**src/fault_probe_pkg.sv**
```systemverilog
// Purpose : constants and types for the channel fault probe controller
// Assumes : 100 MHz clock, four channels of a high-side switch
// Notes   : times kept in ns, cycle counts derived from the clock period
package fault_probe_pkg;

    localparam int          CHANNELS          = 4;
    localparam int          CLK_PERIOD_NS     = 10;

    // probe pulse width, centred inside the 3..6 us band
    localparam int          PROBE_WIDTH_NS    = 4500;
    localparam int          PROBE_MIN_NS      = 3000;
    localparam int          PROBE_MAX_NS      = 6000;
    localparam int          PROBE_SPACING_NS  = 200000;
    localparam int          RELEASE_DELAY_NS  = 8000;
    localparam int          RELEASE_WIN_MAX_NS = 150000;
    localparam int          STARTUP_SETTLE_NS = 90000;

    localparam int          PROBE_CYC   = PROBE_WIDTH_NS / CLK_PERIOD_NS;
    localparam int          SPACING_CYC = (PROBE_SPACING_NS + CLK_PERIOD_NS - 1) / CLK_PERIOD_NS;
    // listen from the end of the probe, when the pin goes high again, for delay plus the longest window
    localparam int          LISTEN_CYC  = (RELEASE_DELAY_NS + RELEASE_WIN_MAX_NS) / CLK_PERIOD_NS;
    localparam int          SETTLE_CYC  = (STARTUP_SETTLE_NS + CLK_PERIOD_NS - 1) / CLK_PERIOD_NS;

    localparam int          CNT_W       = 16;

    typedef enum logic [2:0] {
        ST_IDLE   = 3'b000,
        ST_SETTLE = 3'b001,
        ST_PROBE  = 3'b010,
        ST_LISTEN = 3'b011,
        ST_GAP    = 3'b100
    } probe_state_type;

    typedef struct packed {
        logic [CHANNELS-1:0] faulty;
        logic                found;
        logic                unresolved;
        logic                busy;
    } diag_status_type;

endpackage

```
**src/fault_probe_ctrl.sv**
```systemverilog
// Purpose : host controller that drives four switch inputs and locates a faulty channel
// Assumes : fault flag pin arrives asynchronously, pulled up externally
// Notes   : user commands per channel; faulty channels are forced off when auto_off is set
`timescale 1ns/1ns
module fault_probe_ctrl
    import fault_probe_pkg::*;
(
    // clock and reset
    input  wire logic                  clk,
    input  wire logic                  resetn,
    // user side
    input  wire logic [CHANNELS-1:0]   channel_request,
    input  wire logic                  auto_off,
    input  wire logic                  fault_clear,
    output diag_status_type            diag_status,
    // switch pins
    output logic      [CHANNELS-1:0]   channel_input,
    input  wire logic                  fault_flag_pin
);

    // ****************************************
    // flag synchroniser
    // ****************************************
    logic                  flag_meta_r;
    logic                  flag_sync_r;
    logic                  flag_prev_r;

    always_ff @(posedge clk or negedge resetn) begin
        if (!resetn) begin
            flag_meta_r <= 1'b1;
            flag_sync_r <= 1'b1;
            flag_prev_r <= 1'b1;
        end else begin
            flag_meta_r <= fault_flag_pin;
            flag_sync_r <= flag_meta_r;
            flag_prev_r <= flag_sync_r;
        end
    end

    logic flag_rise;
    assign flag_rise = flag_sync_r & ~flag_prev_r;

    // ****************************************
    // probe sequencer
    // ****************************************
    probe_state_type       state_r,   state_nxt;
    logic [CNT_W-1:0]      cnt_r,     cnt_nxt;
    logic [1:0]            ch_r,      ch_nxt;
    logic [CHANNELS-1:0]   active_r,  active_nxt;
    logic [CHANNELS-1:0]   faulty_r,  faulty_nxt;
    logic                  probed_r,  probed_nxt;
    logic                  unres_r,   unres_nxt;
    logic [CHANNELS-1:0]   req_prev_r, req_prev_nxt;
    logic [CHANNELS-1:0]   pins_r,    pins_nxt;

    // next active channel at or after ch_r, skipping channels that are off
    function automatic logic [2:0] next_active(input logic [CHANNELS-1:0] act, input logic [1:0] from);
        logic [2:0] res;
        logic [1:0] idx;
        res = 3'h4;
        for (int i = CHANNELS - 1; i >= 0; i--) begin
            idx = 2'(from + 2'(i));
            if (act[idx]) begin
                res = {1'b0, idx};
            end
        end
        return res;
    endfunction

    logic [2:0] nxt_ch;
    logic [CHANNELS-1:0] enabled;

    always_comb begin
        enabled      = channel_request & ~(faulty_r & {CHANNELS{auto_off}});
        state_nxt    = state_r;
        cnt_nxt      = cnt_r;
        ch_nxt       = ch_r;
        active_nxt   = active_r;
        faulty_nxt   = faulty_r;
        probed_nxt   = probed_r;
        unres_nxt    = unres_r;
        req_prev_nxt = channel_request;
        nxt_ch       = next_active(active_r, ch_r);
        if (fault_clear) begin
            faulty_nxt = '0;
            unres_nxt  = 1'b0;
        end
        unique case (state_r)
            ST_IDLE: begin
                // a low flag starts a search; wait out start-up settling first
                if (!flag_sync_r && (channel_request & ~faulty_r) != '0) begin
                    active_nxt = enabled;
                    probed_nxt = 1'b0;
                    ch_nxt     = 2'h0;
                    cnt_nxt    = '0;
                    state_nxt  = ST_SETTLE;
                end
            end
            ST_SETTLE: begin
                // start-up settle wait
                // a freshly switched-on channel may still be settling into its fault
                if ((channel_request & ~req_prev_r) != '0) begin
                    cnt_nxt = '0;
                end else if (cnt_r == CNT_W'(SETTLE_CYC - 1)) begin
                    cnt_nxt = '0;
                    if (flag_sync_r) begin
                        state_nxt = ST_IDLE;
                    end else begin
                        active_nxt = enabled;
                        ch_nxt     = 2'h0;
                        state_nxt  = ST_GAP;
                        cnt_nxt    = CNT_W'(SPACING_CYC - 1);
                    end
                end else begin
                    cnt_nxt = cnt_r + 1'b1;
                end
            end
            ST_GAP: begin
                if (cnt_r != CNT_W'(SPACING_CYC - 1)) begin
                    cnt_nxt = cnt_r + 1'b1;
                end else if (nxt_ch[2]) begin
                    if (probed_r) begin
                        unres_nxt = 1'b1;
                    end
                    probed_nxt = 1'b0;
                    active_nxt = enabled;
                    ch_nxt     = 2'h0;
                    if (flag_sync_r || enabled == '0) begin
                        state_nxt = ST_IDLE;
                    end
                end else begin
                    ch_nxt    = nxt_ch[1:0];
                    cnt_nxt   = '0;
                    state_nxt = ST_PROBE;
                end
            end
            ST_PROBE: begin
                if (cnt_r == CNT_W'(PROBE_CYC - 1)) begin
                    state_nxt = ST_LISTEN;
                end
                cnt_nxt = cnt_r + 1'b1;
            end
            ST_LISTEN: begin
                if (flag_rise) begin
                    faulty_nxt[ch_r] = 1'b1;
                    unres_nxt        = 1'b0;
                    // silent probes earlier in this round must not mark it unresolved
                    probed_nxt       = 1'b0;
                    active_nxt       = '0;
                    state_nxt        = ST_GAP;
                end else if (cnt_r == CNT_W'(PROBE_CYC + LISTEN_CYC - 1)) begin
                    active_nxt[ch_r] = 1'b0;
                    probed_nxt       = 1'b1;
                    state_nxt        = ST_GAP;
                end
                cnt_nxt = cnt_r + 1'b1;
            end
            default: begin
                state_nxt = ST_IDLE;
            end
        endcase
        // faulty channel off when auto_off is set, probe inverts one pin
        pins_nxt = enabled;
        if (state_nxt == ST_PROBE) begin
            pins_nxt[ch_nxt] = 1'b0;
        end
    end

    always_ff @(posedge clk or negedge resetn) begin
        if (!resetn) begin
            state_r    <= ST_IDLE;
            cnt_r      <= '0;
            ch_r       <= 2'h0;
            active_r   <= '0;
            faulty_r   <= '0;
            probed_r   <= 1'b0;
            unres_r    <= 1'b0;
            req_prev_r <= '0;
            pins_r     <= '0;
        end else begin
            state_r    <= state_nxt;
            cnt_r      <= cnt_nxt;
            ch_r       <= ch_nxt;
            active_r   <= active_nxt;
            faulty_r   <= faulty_nxt;
            probed_r   <= probed_nxt;
            unres_r    <= unres_nxt;
            req_prev_r <= req_prev_nxt;
            pins_r     <= pins_nxt;
        end
    end

    // ****************************************
    // status register
    // ****************************************
    // built from the next values, so the flopped status lines up with the state registers
    diag_status_type       status_r,  status_nxt;

    always_comb begin
        status_nxt            = '0;
        status_nxt.faulty     = faulty_nxt;
        status_nxt.found      = faulty_nxt != '0;
        status_nxt.unresolved = unres_nxt;
        status_nxt.busy       = state_nxt != ST_IDLE;
    end

    always_ff @(posedge clk or negedge resetn) begin
        if (!resetn) begin
            status_r <= '0;
        end else begin
            status_r <= status_nxt;
        end
    end

    // ****************************************
    // outputs
    // ****************************************
    assign channel_input = pins_r;
    assign diag_status   = status_r;

endmodule

```
**config.mk**
```make
export PLATFORM = sky130hd
export DESIGN_NAME = fault_probe_ctrl
export DESIGN_NICKNAME = d
export VERILOG_FILES = /design/src/fault_probe_pkg.sv /design/src/fault_probe_ctrl.sv
export SDC_FILE = /design/constraint.sdc
export NUM_CORES = 1
export LEC_CHECK = 0
export BUFFER_PORTS_ARGS = -buffer_cell sky130_fd_sc_hd__buf_2
export CAP_MARGIN = 30
export CORE_UTILIZATION = 35
export DETAILED_ROUTE_END_ITERATION = 16
export GPL_TIMING_DRIVEN = 0
export PLACE_DENSITY = 0.48
export SLEW_MARGIN = 20
export SYNTH_ARGS = -nofsm -noshare
export SYNTH_HDL_FRONTEND = slang
export SYNTH_SLANG_ARGS = --single-unit
```
**constraint.sdc**
```tcl
create_clock -name clk -period 3.5 [get_ports clk]
set_input_delay 0.7 -clock clk [delete_from_list [all_inputs] [get_ports clk]]
set_output_delay 0.7 -clock clk [all_outputs]
set_load 0.02 [all_outputs]
```
==> results of run 1 <==
-- flip-flops by register name, indices dropped and copies added, names as in the netlist --
name,cells
active_r,4
probed_r,1
ch_r,2
flag_meta_r,1
state_r,3
cnt_r,16
diag_status,7
flag_sync_r,1
req_prev_r,4
channel_input,4
flag_prev_r,1
-- worst max path at each step --
stage / from / to / slack [ns] / depth (start not counted)
global placement: channel_request[2] / cnt_r[5]$_DFFE_PN0P_ / 0.13 / 8
global route: channel_request[2] / cnt_r[5]$_DFFE_PN0P_ / 0.23 / 8
detailed placement: channel_request[2] / cnt_r[5]$_DFFE_PN0P_ / 0.18 / 8
CTS: channel_request[2] / cnt_r[5]$_DFFE_PN0P_ / 0.47 / 8
floorplan: channel_request[2] / cnt_r[15]$_DFFE_PN0P_ / 0.92 / 6
finish: channel_request[2] / cnt_r[5]$_DFFE_PN0P_ / 0.41 / 8
-- logic make-up after synthesis --
| logic type | share of synthesized area [%] |
|---|---|
| adder cells (fa/ha/maj) | 2.82 |
| multiplexers | 3.15 |
| AO/OA/AOI/OAI | 17.6 |
| AND/OR/NAND/NOR | 27.2 |
| flip-flops | 41.5 |
| buffers and inverters | 6.07 |
| XOR/XNOR | 1.65 |
-- metrics by stage --
stage | total power, uW | cell area [um2] | worst slack, ns
final | 1330 | 3020 | 0.406
after global routing | 1420 | 3020 | 0.231
after CTS | 1340 | 3020 | 0.468
after detailed placement | 931 | 2900 | 0.179
after global placement | 927 | 2880 | 0.130
after floorplan | 834 | 2660 | 0.917
-- routing by layer --
metal	GRT usage (%)	vias up	wire [um]
met1	22.7	1076	2980
met3	3.14	11	203
met2	32.4	41	3210
met5	0	-	0
li1	-	1135	-
met4	8.66	0	152
-- critical path, cell delays in order --
cell,delay [ns]
sky130_fd_sc_hd__buf_2,0.12
sky130_fd_sc_hd__nor2b_1,0.13
sky130_fd_sc_hd__a2111oi_2,0.74
sky130_fd_sc_hd__a31oi_1,0.20
sky130_fd_sc_hd__o21ai_0,0.62
sky130_fd_sc_hd__clkbuf_1,0.42
sky130_fd_sc_hd__o21ai_0,0.17
sky130_fd_sc_hd__a31oi_1,0.20
-- final cells by class --
| cell class | count | share of cell area (%) |
|---|---|---|
| Clock buffer | 5 | 2.28 |
| Buffer | 16 | 2.36 |
| Inverter | 24 | 2.99 |
| Sequential cell | 44 | 36.6 |
| Tap cell | 99 | 4.11 |
| Timing Repair Buffer | 20 | 3.82 |
| Clock inverter | 3 | 1.58 |
| Multi-Input combinational cell | 217 | 46.2 |
-- layout by cell type (no fill, tap or decap), drive strengths merged, types with 3 or more instances in the layout --
cell type and count:
a21oi 9, a22oi 3, a31oi 10, a32oi 4, and3 6, buf 23, clkbuf 18, dfrtp 41
dfstp 3, ha 6, inv 24, mux2 3, mux2i 5, nand2 42, nand2b 11, nand3 12
nand4 6, nand4bb 4, nor2 16, nor2b 7, nor3 4, nor4 8, o21ai 18, or4 5
or4b 3, xor2 3
-- power groups by stage --
| stage | logic, uW | registers, uW | clock network [uW] |
|---|---|---|---|
| 2_1_floorplan | 215 | 618 | 0 |
| 3_3_place_gp | 296 | 631 | 0 |
| 3_5_place_dp | 300 | 631 | 0 |
| 4_1_cts | 302 | 620 | 422 |
| 5_1_grt | 342 | 630 | 444 |
| 6_report | 300 | 623 | 403 |
==> metrics.txt, run 1 <==
run status completed; leakage power of the design 0.00132 uW; Worst Hold Class input port to asynchronous set/reset pin; Root Buffer sky130_fd_sc_hd__clkbuf_8; vias 2,263; post-route minimum period 3.09 ns; Arr. time, crit path 3.31 ns; core footprint 0.00729 mm2; synthesized flop and latch total 44; Max VDD drop 0.147 mV; GPL Wtd Cong 0.869; Yosys top cell area share 38.6%; vias in the first global route 2,212; drt first-iter violations 87; overall track demand over capacity in global routing 18.7%; gate count of the mapped netlist 301; multi-input logic area 0.00140 mm2; initial antenna violation count 0; number of hold buffers added after cts 0; Buffers on Ports 19; fraction of layout instances using a drive strength above 1 14.6%; final slew viol count 0; footprint of the flip-flops and latches 0.00110 mm2; effective utilization at floorplan 36.5%; detailed-route wire length per cell 15.3 um; Layout Area Growth over Synthesis 13.4%; number of cells traversed by the worst register-to-register path 8; NetSw 435 uW; endpoints failing hold 0; level count of the clock H-tree 2; average cell area after synthesis 8.84 um2; Finished Layout Cells 428; main area contributors after synthesis sky130_fd_sc_hd__dfrtp_1 (39%), sky130_fd_sc_hd__nand2_1 (5.8%), sky130_fd_sc_hd__o21ai_0 (3.4%), sky130_fd_sc_hd__inv_1 (3.4%), sky130_fd_sc_hd__dfstp_2 (3.0%); post-synthesis async set-or-reset flop share 100%; placed cell count 420; Inserted Clock Buffers 5; crit path capture type flop; Fmax 0.323 GHz; Commonest cells post-synth sky130_fd_sc_hd__dfrtp_1 (41), sky130_fd_sc_hd__nand2_1 (41), sky130_fd_sc_hd__inv_1 (24), sky130_fd_sc_hd__o21ai_0 (18), sky130_fd_sc_hd__nor2_1 (16); internal power 891 uW; TritonCTS clock tree yes; area of the die 0.00796 mm2; r2r startpoint cnt_r[4]$_DFFE_PN0P_; Total Wirelength 6540 um; post-synthesis sequential area ratio 41.5%; remaining antenna violation count after routing 0; via count normalized by instance count 5.29; max-cap check violation count 0; Die Width 89.2 um; ports placed on the boundary 20; worst-case clock buffer depth 2; Reg power frac 47.0%; unique cell type count in the Yosys netlist 56; Post-Syn Nets 316; worst-margin pin slew 0.849 ns; Residual DRC 0; Cell Area, Synth 0.00266 mm2; final worst path period share 88.4%; maximum clock skew at final layout 0.0112 ns; Worst-Skew Late Latency 0.30 ns; DP HPWL 5000 um; worst r2r dst channel_input[3]$_DFF_PN0_; worst relative slew slack 42.9%; number of optimization iterations in the first detailed-route pass 5; first-pass GRT wire length 11,100 um; proportion of power drawn by combinational gates 22.7%; Post-Route Setup TNS 0 ns; floorplan die height 89.2 um; number of buffers inserted by post-CTS setup repair 0; most used flip-flop cell after synthesis sky130_fd_sc_hd__dfrtp_1; setup slack of the worst register-to-register path 0.54 ns; number of standard-cell rows in the floorplan 31; total global routing overflow 0; Fill cells 758; minimum hold slack 0.341 ns; setup repair after global routing missed its margin no; Clock power frac 30.4%; clock sink count 44; pwr/cell area 440 mW/mm2; library cell with the largest summed area after synthesis sky130_fd_sc_hd__dfrtp_1; Worst Path Max Fanout 10; type of element launching the critical path input port; final core area utilization 41.4%; Post-CTS Resized 0; Worst-path clk slew 0.09 ns; total of endpoints with negative setup slack in the final report 0; Setup CP Type input port to flop; number of antenna cells inserted 0; proportion of total power due to net switching 32.8%; Synth warnings 0; maximum number of pins on one net before global-route repair 25; data required time at the worst endpoint 3.72 ns; nets@finish 343; number of synthesized flops with an enable pin 0
Note: power is estimated with default switching activity, not from simulation.
==> inputs of run 2 (changes only) <==
Clock period 3.5 ns to 2.91 ns, I/O delays scaled along.
==> run 2 against run 1 <==
  * Flip-flop and latch count unchanged
  * Final cell count up 0.23%
  * Largest power group unchanged
  * Combinational power up 22%
  * Non-clock buffer count up 1
  * Hold slack worse by 0.12 ns
  * Critical endpoint unchanged
  * Critical path type is now flop to flop
  * Setup slack worse by 0.23 ns
  * Critical path depth unchanged
  * Register-to-register slack worse by 0.36 ns
==> metrics.txt, run 2 (synthesis results as in run 1) <==
run status completed; endpoints failing hold 0 (unchanged); floorplan die height 89.2 um (unchanged); fraction of layout instances using a drive strength above 1 15.8% (+1.2 points); post-route minimum period 2.73 ns; crit path capture type flop; vias 2,283 (+0.88%); Worst Hold Class input port to asynchronous set/reset pin; area of the die 0.00796 mm2 (unchanged); total global routing overflow 0 (unchanged); Inserted Clock Buffers 5 (unchanged); effective utilization at floorplan 36.5% (unchanged); Arr. time, crit path 2.89 ns (-0.42 ns); clock sink count 44 (unchanged); Residual DRC 0 (unchanged); NetSw 523 uW (+20%); worst relative slew slack 44.6% (+1.7 points); max-cap check violation count 0 (unchanged); Max VDD drop 0.179 mV (+22%); overall track demand over capacity in global routing 18.7% (+0.020 points); DP HPWL 5000 um (unchanged); TritonCTS clock tree yes; vias in the first global route 2,216 (+0.18%); core footprint 0.00729 mm2 (unchanged); nets@finish 344 (+0.29%); detailed-route wire length per cell 15.2 um (-0.43%); Setup CP Type flop to flop; initial antenna violation count 0 (unchanged); level count of the clock H-tree 2 (unchanged); number of cells traversed by the worst register-to-register path 8 (unchanged); final slew viol count 0 (unchanged); placed cell count 420 (unchanged); Clock power frac 30.3% (about the same); number of standard-cell rows in the floorplan 31 (unchanged); total of endpoints with negative setup slack in the final report 0 (unchanged); Root Buffer sky130_fd_sc_hd__clkbuf_8; via count normalized by instance count 5.32 (+0.65%); Worst-path clk slew 0.09 ns (about the same); remaining antenna violation count after routing 0 (unchanged); ports placed on the boundary 20 (unchanged); setup slack of the worst register-to-register path 0.18 ns (-0.36 ns); number of hold buffers added after cts 0 (unchanged); data required time at the worst endpoint 3.08 ns (-0.64 ns); setup repair after global routing missed its margin yes; Post-Route Setup TNS 0 ns (unchanged); register containing the most flip-flops in the final layout cnt_r; first element of the critical path cnt_r[4]$_DFFE_PN0P_; r2r startpoint cnt_r[4]$_DFFE_PN0P_; number of antenna cells inserted 0 (unchanged); Finished Layout Cells 429 (+0.23%); flip-flop count of the largest register after layout 16 (unchanged); worst r2r dst cnt_r[5]$_DFFE_PN0P_; worst setup path end cnt_r[5]$_DFFE_PN0P_; worst-margin pin slew 0.823 ns (-0.0257 ns); drt first-iter violations 84 (-3.4%); GPL Wtd Cong 0.869 (unchanged); Reg power frac 46.8% (-0.2 points); number of optimization iterations in the first detailed-route pass 4 (-1); proportion of total power due to net switching 32.7% (-0.079 points); type of element launching the critical path flop; Buffers on Ports 19 (unchanged); Die Width 89.2 um (unchanged); worst-case clock buffer depth 2 (unchanged); Layout Area Growth over Synthesis 15.2%; pwr/cell area 521 mW/mm2 (+19%); proportion of power drawn by combinational gates 22.9% (+0.2 points); Worst-Skew Late Latency 0.30 ns (about the same); final worst path period share 93.8%; internal power 1080 uW (+21%); leakage power of the design 0.00134 uW (+0.86%); Fill cells 751 (-0.92%); Fmax 0.366 GHz; Worst Path Max Fanout 10 (unchanged); first-pass GRT wire length 11,100 um (+0.13%); maximum number of pins on one net before global-route repair 25 (unchanged); highest-count cells in the layout ignoring fill and taps sky130_fd_sc_hd__nand2_1 (41), sky130_fd_sc_hd__dfrtp_1 (41), sky130_fd_sc_hd__inv_1 (24); Total Wirelength 6530 um (-0.20%); maximum clock skew at final layout 0.00891 ns (-0.00229 ns)
[run 2: power groups by stage]
stage	Sequential [uW]	Combinational, uW	Clock [uW]
2_1_floorplan	744	259	0
3_3_place_gp	759	356	0
3_5_place_dp	758	361	0
4_1_cts	746	363	507
5_1_grt	757	418	534
6_report	748	366	484
[run 2: critical path: stages, from the launching register on]
cell and delay [ns]:
sky130_fd_sc_hd__dfrtp_1 0.38, sky130_fd_sc_hd__clkbuf_1 0.19, sky130_fd_sc_hd__or4_1 0.62, sky130_fd_sc_hd__or4_1 0.50, sky130_fd_sc_hd__a31oi_1 0.23, sky130_fd_sc_hd__o21ai_1 0.20
sky130_fd_sc_hd__buf_2 0.26, sky130_fd_sc_hd__o21ai_0 0.10, sky130_fd_sc_hd__a31oi_1 0.11
[run 2: worst min-delay path by stage]
stage                                     start                       end
after floorplan                          resetn   active_r[0]$_DFFE_PN0P_
after global placement    flag_meta_r$_DFF_PN1_     flag_sync_r$_DFF_PN1_
after detailed placement  flag_meta_r$_DFF_PN1_     flag_sync_r$_DFF_PN1_
after CTS                                resetn  diag_status[2]$_DFF_PN0_
after global routing                     resetn  diag_status[2]$_DFF_PN0_
final                                    resetn  diag_status[2]$_DFF_PN0_
[run 2: through the flow]
stage | total power [uW] | setup WS, ns | cell area (um2) | util, % | hold WS [ns]
global route | 1710 | -0.0229 | 3070 | 42.0 | 0.254
floorplan | 1000 | 0.354 | 2660 | - | 0.286
detailed placement | 1120 | -0.293 | 2900 | 39.8 | 0.347
global placement | 1110 | -0.342 | 2880 | 39.5 | 0.346
finish | 1600 | 0.180 | 3070 | 42.0 | 0.224
CTS | 1620 | 0.0633 | 3020 | 41.4 | 0.243
[run 2: layout make-up]
| cell class | count | area, um2 | area share (%) |
|---|---|---|---|
| inverters | 24 | 90.1 | 2.94 |
| well taps | 99 | 124 | 4.04 |
| flip-flops and latches | 44 | 1100 | 36.0 |
| repair buffers | 21 | 123 | 4.00 |
| multi-input cells | 217 | 1440 | 46.8 |
| plain buffers | 16 | 72.6 | 2.37 |
| clock inverters | 3 | 47.5 | 1.55 |
| clock buffers | 5 | 68.8 | 2.24 |
[run 2: routing by layer]
layer	share of wire, %	up-vias	GRT usage [%]	routed length (um)
li1	-	1142	-	-
met1	45	1075	22.7	2930
met2	49	51	32.5	3180
met3	3.4	15	3.14	222
met4	2.9	0	8.66	192
met5	0	-	0	0
[run 2: repair_timing]
action,CTS,global route
setup endpoints to repair,3,14
buffers inserted,0,1
hold endpoints to repair,0,0
gates resized for setup,2,7
pin swaps,0,1
